## src/rtl/monitor_regs_pkg.sv

```systemverilog
// Package: register map, field layout, reset values and carriers for the monitor register bank
package monitor_regs_pkg;

  // ------------------------------------------------------------
  // Register pointers
  // ------------------------------------------------------------
  localparam logic [7:0] PTR_CONFIG = 8'h00;
  localparam logic [7:0] PTR_ALERT_SEL = 8'h06;
  localparam logic [7:0] PTR_THRESHOLD = 8'h07;
  localparam logic [7:0] PTR_DIE_ID = 8'hff;

  // ------------------------------------------------------------
  // Field positions
  // ------------------------------------------------------------
  localparam int CFG_RESET_BIT = 15;
  localparam int EN_SHUNT_OVER = 15;
  localparam int EN_SHUNT_UNDER = 14;
  localparam int EN_BUS_OVER = 13;
  localparam int EN_BUS_UNDER = 12;
  localparam int EN_POWER_OVER = 11;
  localparam int EN_CONV_READY = 10;
  localparam int FLAG_ALERT = 4;
  localparam int FLAG_CONV_READY = 3;
  localparam int FLAG_OVERFLOW = 2;
  localparam int BIT_POLARITY = 1;
  localparam int BIT_LATCH = 0;
  localparam int NUM_ALERT_FUNCS = 5;

  // ------------------------------------------------------------
  // Reset values
  // ------------------------------------------------------------
  localparam logic [15:0] CONFIG_RESET = 16'h4127;
  localparam logic [15:0] ALERT_SEL_RESET = 16'h0000;
  localparam logic [15:0] THRESHOLD_RESET = 16'h0000;
  localparam logic [15:0] CAL_RESET = 16'h0000;

  // ------------------------------------------------------------
  // Carriers
  // ------------------------------------------------------------
  typedef struct packed {
    logic [15:0] shunt;
    logic [15:0] bus;
    logic [15:0] power;
    logic overflow;
  } measure_t;

  typedef struct packed {
    logic wr;
    logic rd;
    logic [7:0] ptr;
    logic [15:0] wdata;
  } reg_req_t;

endpackage

```

## src/rtl/alert_compare.sv

```systemverilog
// Limit comparator: selects the highest enabled alert function and tests it
`timescale 1ns/1ns
module alert_compare
  import monitor_regs_pkg::*;
(
  // Selection and data
  input wire logic [15:0] select_in,
  input wire logic [15:0] threshold_in,
  input wire measure_t meas_in,
  input wire logic conv_done_in,
  // Result
  output logic hit_out
);

  logic [5:0] en;

  // Highest enable bit takes priority so at most one function is active
  always_comb begin
    en = select_in[EN_SHUNT_OVER:EN_CONV_READY];
    hit_out = 1'b0;
    if (en[5]) begin
      hit_out = $signed(meas_in.shunt) > $signed(threshold_in);
    end else if (en[4]) begin
      hit_out = $signed(meas_in.shunt) < $signed(threshold_in);
    end else if (en[3]) begin
      hit_out = meas_in.bus > threshold_in;
    end else if (en[2]) begin
      hit_out = meas_in.bus < threshold_in;
    end else if (en[1]) begin
      hit_out = meas_in.power > threshold_in;
    end else if (en[0]) begin
      hit_out = conv_done_in;
    end
  end

endmodule

```

## src/rtl/monitor_regs.sv

```systemverilog
// Register bank of the monitor: configuration, alert select/flags, threshold, die identity
`timescale 1ns/1ns
module monitor_regs
  import monitor_regs_pkg::*;
#(
  parameter logic [11:0] DIE_CODE = 12'h123, // Arbitrary value
  parameter logic [3:0] DIE_REV = 4'h1 // Arbitrary value
)(
  // Clock and reset
  input wire logic clk_in,
  input wire logic reset_in,
  // Register access from the serial interface
  input wire reg_req_t req_in,
  output logic [15:0] rdata_out,
  // Measurement front end
  input wire logic conv_done_in,
  input wire measure_t meas_in,
  input wire logic cal_valid_in,
  // Configuration towards the front end
  output logic [15:0] config_out,
  output logic power_valid_out,
  output logic config_write_out,
  // Alert pin, open collector
  output logic alert_o_out,
  output logic alert_oe_out
);

  // ------------------------------------------------------------
  // State
  // ------------------------------------------------------------
  typedef struct packed {
    logic [15:0] config_reg;
    logic [15:0] alert_sel;
    logic [15:0] threshold;
    logic [15:0] rdata;
  } state_t;

  state_t s_q;
  state_t s_d;
  logic hit;
  logic alert_active;

  alert_compare u_cmp (
    .select_in(s_q.alert_sel),
    .threshold_in(s_q.threshold),
    .meas_in(meas_in),
    .conv_done_in(conv_done_in),
    .hit_out(hit)
  );

  function automatic logic [15:0] read_mux(input logic [7:0] ptr, input state_t s);
    logic [15:0] v;
    v = 16'h0000;
    unique case (ptr)
      PTR_CONFIG: v = s.config_reg;
      PTR_ALERT_SEL: v = s.alert_sel;
      PTR_THRESHOLD: v = s.threshold;
      PTR_DIE_ID: v = {DIE_CODE, DIE_REV};
      default: v = 16'h0000;
    endcase
    return v;
  endfunction

  // ------------------------------------------------------------
  // Next state
  // ------------------------------------------------------------
  always_comb begin
    s_d = s_q;
    if (req_in.rd) begin
      s_d.rdata = read_mux(req_in.ptr, s_q);
    end
    // Clears from a select read come first so same-cycle events win
    if (req_in.rd && req_in.ptr == PTR_ALERT_SEL) begin
      if (s_q.alert_sel[BIT_LATCH]) begin
        s_d.alert_sel[FLAG_ALERT] = 1'b0;
      end
      s_d.alert_sel[FLAG_CONV_READY] = 1'b0;
      s_d.alert_sel[FLAG_OVERFLOW] = 1'b0;
    end
    if (req_in.wr) begin
      unique case (req_in.ptr)
        PTR_CONFIG: begin
          if (req_in.wdata[CFG_RESET_BIT]) begin
            s_d.config_reg = CONFIG_RESET;
            s_d.alert_sel = ALERT_SEL_RESET;
            s_d.threshold = THRESHOLD_RESET;
          end else begin
            s_d.config_reg = req_in.wdata;
          end
          // Power-down modes leave the ready flag alone
          if (req_in.wdata[2:0] != 3'b000 && req_in.wdata[2:0] != 3'b100) begin
            s_d.alert_sel[FLAG_CONV_READY] = 1'b0;
          end
        end
        PTR_ALERT_SEL: begin
          s_d.alert_sel[15:10] = req_in.wdata[15:10];
          s_d.alert_sel[1:0] = req_in.wdata[1:0];
        end
        PTR_THRESHOLD: s_d.threshold = req_in.wdata;
        default: s_d = s_d;
      endcase
    end
    if (conv_done_in) begin
      s_d.alert_sel[FLAG_CONV_READY] = 1'b1;
      if (meas_in.overflow) begin
        s_d.alert_sel[FLAG_OVERFLOW] = 1'b1;
      end
      if (hit) begin
        s_d.alert_sel[FLAG_ALERT] = 1'b1;
      end else if (!s_q.alert_sel[BIT_LATCH]) begin
        s_d.alert_sel[FLAG_ALERT] = 1'b0;
      end
    end
    s_d.config_reg[CFG_RESET_BIT] = 1'b0;
  end

  always_ff @(posedge clk_in or posedge reset_in) begin
    if (reset_in) begin
      s_q <= '{config_reg: CONFIG_RESET, alert_sel: ALERT_SEL_RESET,
               threshold: THRESHOLD_RESET, rdata: 16'h0000};
    end else begin
      s_q <= s_d;
    end
  end

  // ------------------------------------------------------------
  // Outputs
  // ------------------------------------------------------------
  assign alert_active = s_q.alert_sel[FLAG_ALERT];
  // Open collector: only the low level is driven; high comes from the pull-up
  always_comb begin
    alert_o_out = 1'b0;
    alert_oe_out = ~(alert_active ^ s_q.alert_sel[BIT_POLARITY]);
  end

  assign rdata_out = s_q.rdata;
  assign config_out = s_q.config_reg;
  assign power_valid_out = cal_valid_in;
  assign config_write_out = req_in.wr && req_in.ptr == PTR_CONFIG;

endmodule

```

## config.mk

```make
export PLATFORM = sky130hd
export DESIGN_NAME = monitor_regs
export DESIGN_NICKNAME = d
export VERILOG_FILES = /design/src/rtl/monitor_regs_pkg.sv /design/src/rtl/alert_compare.sv /design/src/rtl/monitor_regs.sv
export SDC_FILE = /design/constraint.sdc
export NUM_CORES = 1
export LEC_CHECK = 0
export BUFFER_PORTS_ARGS = -buffer_cell sky130_fd_sc_hd__buf_2
export CAP_MARGIN = 20
export CORE_MARGIN = 2
export CORE_UTILIZATION = 57
export CTS_CLUSTER_SIZE = 12
export DETAILED_ROUTE_END_ITERATION = 7
export PLACE_DENSITY = 0.86
export SLEW_MARGIN = 25
export SYNTH_ARGS = -nofsm -noshare
export SYNTH_HDL_FRONTEND = slang
export SYNTH_SLANG_ARGS = --single-unit
export TNS_END_PERCENT = 10
```

## constraint.sdc

```tcl
create_clock -name clk_in -period 5.57 [get_ports clk_in]
set_input_delay 1.114 -clock clk_in [delete_from_list [all_inputs] [get_ports clk_in]]
set_output_delay 1.114 -clock clk_in [all_outputs]
set_load 0.05 [all_outputs]
```

* After elaboration in Yosys (flattened, before gate mapping)
Index checks and enable logic that the tools add are counted.
** Word-level totals
- Register bits after elaboration :: 58
- Latch bits :: 0
- Bits in writable memories :: 0
- Bits in read-only memories :: 0
- Input port bits :: 79
- Output and inout bits :: 36
- Word-level logic and storage cells :: 49
- Memories :: 0
** Cells by class
- Add/subtract/negate cells :: 0
- Multiply operators :: 0
- Divide/modulo/power cells :: 0
- Magnitude comparators :: 5
- Equal/unequal tests :: 5
- Shift operators :: 0
- Muxes and demuxes :: 22
- Bitwise gates (word level) :: 2
- Reductions and logical operators :: 10
** Operators with widths (number)
- case mux 16 bit (4 select lines) :: 1
- > comparator 16 bit :: 3
- 2-to-1 mux 37 bit :: 1
- less-than comparator 16 bit :: 2
- 2-to-1 mux 32 bit :: 1
- case mux 16 bit (2 select lines) :: 1
- == test 8 x 3 -> 1 bit (second input constant) :: 2
- 2-to-1 mux 16 bit :: 1
- 2-to-1 mux 15 bit :: 1
- case mux 6 bit (2 select lines) :: 1
- 2-to-1 mux 1 bit :: 11
- 2-to-1 mux 3 bit :: 3
- == test 8 bit (second input constant) :: 1
- logical NOT 8 bit :: 1
- AND reduction 3 bit :: 2
- case mux 2 bit (2 select lines) :: 1
- nonzero test 2 bit :: 2
- logical AND 1 bit :: 3
- inequality test 3 bit (second input constant) :: 1
- nonzero test 3 bit :: 1
- inequality test 2 bit (second input constant) :: 1
- AND reduction 2 bit :: 1
- NOT 1 bit :: 1
- XOR 1 bit :: 1

* Longest topological paths before layout
- Depth after elaboration :: 10
- Gate-level depth with buffers :: 8
- Gate-level depth less buffers :: 8

* Cells and area by module
Synthesis repeated with hierarchy kept, for this count alone.
** Unflattened totals
- Cells, all modules :: 416
- Area, all modules :: 4042.6 um2
** Modules (own cells, without submodules)
- monitor_regs :: times used 1, cells each 267, area each 2845.2 um2, seq. area each 1458.9 um2
- alert_compare :: times used 1, cells each 149, area each 1197.4 um2, seq. area each 0.0 um2

* Least setup slack after synthesis
Ideal clock, no wire load.
- Path type :: input to output
- Start point :: input req_in[23] (netlist bit)
- End point :: output config_write_out
- Arrival time :: 2500 ps
- Required time :: 4456 ps
- Path slack :: 1956 ps
- Cell stages on the path :: 4
- Path buffers :: 0
- Cells stage by stage :: or4_1 nor4_4 nand2_1 inv_2
** On the way
- Cells in the longest elaborated chain, start to end :: 2
** RTL lines
- start: declaration :: RTL line monitor_regs.sv:13 : input wire reg_req_t req_in,
- logical NOT 8 bit :: RTL line monitor_regs.sv:139 : assign config_write_out = req_in.wr && req_in.ptr == PTR_CONFIG;
- logical AND 1 bit :: RTL line monitor_regs.sv:139
- end: declaration :: RTL line monitor_regs.sv:22 : output logic config_write_out,
No other way between the ends.

* Worst setup path in the final report
Same ends and word-level chain as after synthesis.

==> impl_metrics.json <==
{
  "port_buffers": 110,
  "final_layout_size_suffix_gt1_frac": 0.286,
  "antenna_found_initial": 0,
  "power.switching_mw": 0.297,
  "tns_ns": 0,
  "cpMostUsedCell": "buf_2",
  "dpl.hpwl_mm": 8.00,
  "post_cts_buffers": 0,
  "fillers": 559,
  "worstHoldPathType": "register to register",
  "seqPwrFrac": 0.412,
  "fmax_ghz": 0.253,
  "htree_levels": 3,
  "run_status": "finished clean",
  "cts_buffers": 9,
  "async_flop_share": 1.00,
  "arrival_ns": 2.83,
  "drv_cap": 0,
  "cp-startpoint": "req_in[23]",
  "die_area_um2": 7600,
  "postLayoutCoreUtil": 0.675,
  "cp_num_buf_inv": 4,
  "routedWlPerCell_um": 17.9,
  "avgViaCountPerCell": 6.13,
  "critPathCaptureType": "output pin",
  "die_w_um": 87.2,
  "synth_edf_count": 0,
  "path_cells": "buf_2 -> or4_1 -> nor4_4 -> buf_4 -> nand2_1 -> inv_2 -> buf_2",
  "slowest_delay_ns": 0.59,
  "whs_ns": 0.470,
  "gp_congestion": 0.829,
  "final_nets": 632,
  "setup_slack_ns": 1.62,
  "synth-seq-cells": 58,
  "vias": 3617,
  "ys_warn_count": 0,
  "antenna_left": 0,
  "netlist_area_um2": 3940,
  "cts_tree": "done",
  "synth_area_leaders": "dfrtp_1, ha_1, buf_4",
  "p_int_mw": 0.812,
  "total_power_mw": 1.11,
  "finalHoldViolations": 0,
  "pre_cts_slack_ns": 1.66,
  "post_dp_cell_area_um2": 4330,
  "tightest_slew_ns": 0.963,
  "synth-main-ff-cell": "dfrtp_1",
  "syn_inst": 426,
  "switching_share": 0.268,
  "grt_overflow": 0,
  "grt_pass1_wl_mm": 17.1,
  "yosys.area.top_type_share": 0.330,
  "setup_viol": 0,
  "hold_start": "config_out[5]",
  "slowest_stage": "or4_1",
  "grt_pass1_vias": 3596,
  "yosysSeqAreaShare": 0.370,
  "reg2reg_from": "s_q[29]",
  "clock_power_share": 0.413,
  "syn2layout_area_growth_pct": 15.6,
  "antennaDiodeCount": 0,
  "ir_drop_mv": 0.219,
  "slew_viol_final": 0,
  "netlist_top_cells_count": "dfrtp_1, nand2_1, ha_1",
  "clkSinkCount": 58,
  "grt_usage": 0.290,
  "max_slew_margin": 0.353,
  "path_class": "input pin to output pin",
  "multiInputGateArea_um2": 2030,
  "clock_latency_ns": 0.34,
  "period_share": 0.708,
  "yosysTopAreaCell": "dfrtp_1",
  "start_kind": "input pin",
  "clock_path_buffers": 2,
  "worstPathMaxFanout": 18,
  "cts.reportedPaths.clkPinSlew_ns": 0.07,
  "core-area_um2": 6760,
  "p_leak_nw": 2.21,
  "first_pass_iters": 5,
  "start_util": 0.584,
  "power_frac_comb": 0.175,
  "place_inst": 574,
  "synth_cell_types": 56,
  "syn_area_per_cell_um2": 9.26,
  "instances_no_fill": 590,
  "route.detailed.drc": 0,
  "die_y_um": 87.2,
  "drtIter0Drc": 308,
  "num_rows": 30,
  "totalWireLength_mm": 10.6,
  "hold_buffers": 0,
  "synthMostInstantiatedCell": "dfrtp_1",
  "skew_ns": 0.00747,
  "crit_family": "simple AND/OR/NAND/NOR gates",
  "design_area_um2": 4560,
  "clockRootBuffer": "clkbuf_8",
  "rsz0062_at_grt": "no",
  "min_period_ns": 3.95,
  "seqCellArea_um2": 1460,
  "cts_resized": 0,
  "p_per_area_nw_per_um2": 243,
  "io_pins": 115,
  "cp.required_ns": 4.46,
  "grt_max_degree": 59
}
worst paths after layout:
path,to,cells after the start,slack [ns]
worst max-delay path,config_write_out,7,1.62
worst min-delay path,config_out[5],2,0.47
worst max register to register,alert_active,8,3.12
worst min register to register,config_out[5],2,0.47
max in group asynchronous,s_q[17],3,4.11
min in group asynchronous,s_q[18],3,0.96
cell usage in the layout, fill, tap and decap left out, types with 6 or more instances in the layout:
cell type	instances
nand4_1	10
dfstp_2	6
inv_1	36
dfrtp_1	52
o21ai_0	23
a21oi_1	25
buf_4	6
nand3_1	8
o22ai_1	16
buf_2	110
clkbuf_8	9
nand2_1	50
ha_1	48
nand2b_1	11
a22o_1	17
state kept, by name, indices dropped and copies added (netlist names):
signal / flops
config_out: 15
rdata_out: 16
s_q: 26
alert_active: 1
logic make-up (layout without fill, tap and decap cells):
group           after synthesis  after routing  share of synthesized area
compound gates              123            123                      0.217
simple gates                108            108                      0.139
buf+inv                      87            170                      0.118
flops                        58             58                      0.370
fa+ha+maj                    48             48                      0.152
other cells                   1              2                   0.000951
xor+xnor                      1              1                    0.00222
power by group through the flow:
stage          registers (mW)  logic (mW)  clock network, mW
2_1_floorplan           0.457       0.133                  0
3_3_place_gp            0.462       0.181                  0
3_5_place_dp            0.463       0.192                  0
4_1_cts                 0.456       0.193              0.462
5_1_grt                 0.458       0.216              0.483
6_report                0.457       0.194              0.458
layout make-up:
cell class	count	area share
Clock buffer	11	0.0288
Inverter	38	0.0313
Tap cell	80	0.0219
Clock inverter	5	0.0225
Sequential cell	58	0.320
Multi-Input combinational cell	282	0.445
Timing Repair Buffer	116	0.131
routing by layer:
metal / vias up / track usage / share of wire
li1: 1695 / - / -
met4: 0 / 0.119 / 0.029
met3: 36 / 0.0559 / 0.078
met5: - / 0 / 0
met2: 197 / 0.485 / 0.50
met1: 1689 / 0.370 / 0.39
worst reg2reg max path, delay by kind of cell, from the launching register on:
family | cells | cell delay (ns)
fa+ha+maj | 1 | 0.30
buf+inv | 1 | 0.11
flops | 1 | 0.40
compound gates | 4 | 0.89
simple gates | 2 | 0.61
Power figures use the tool's default switching activity.
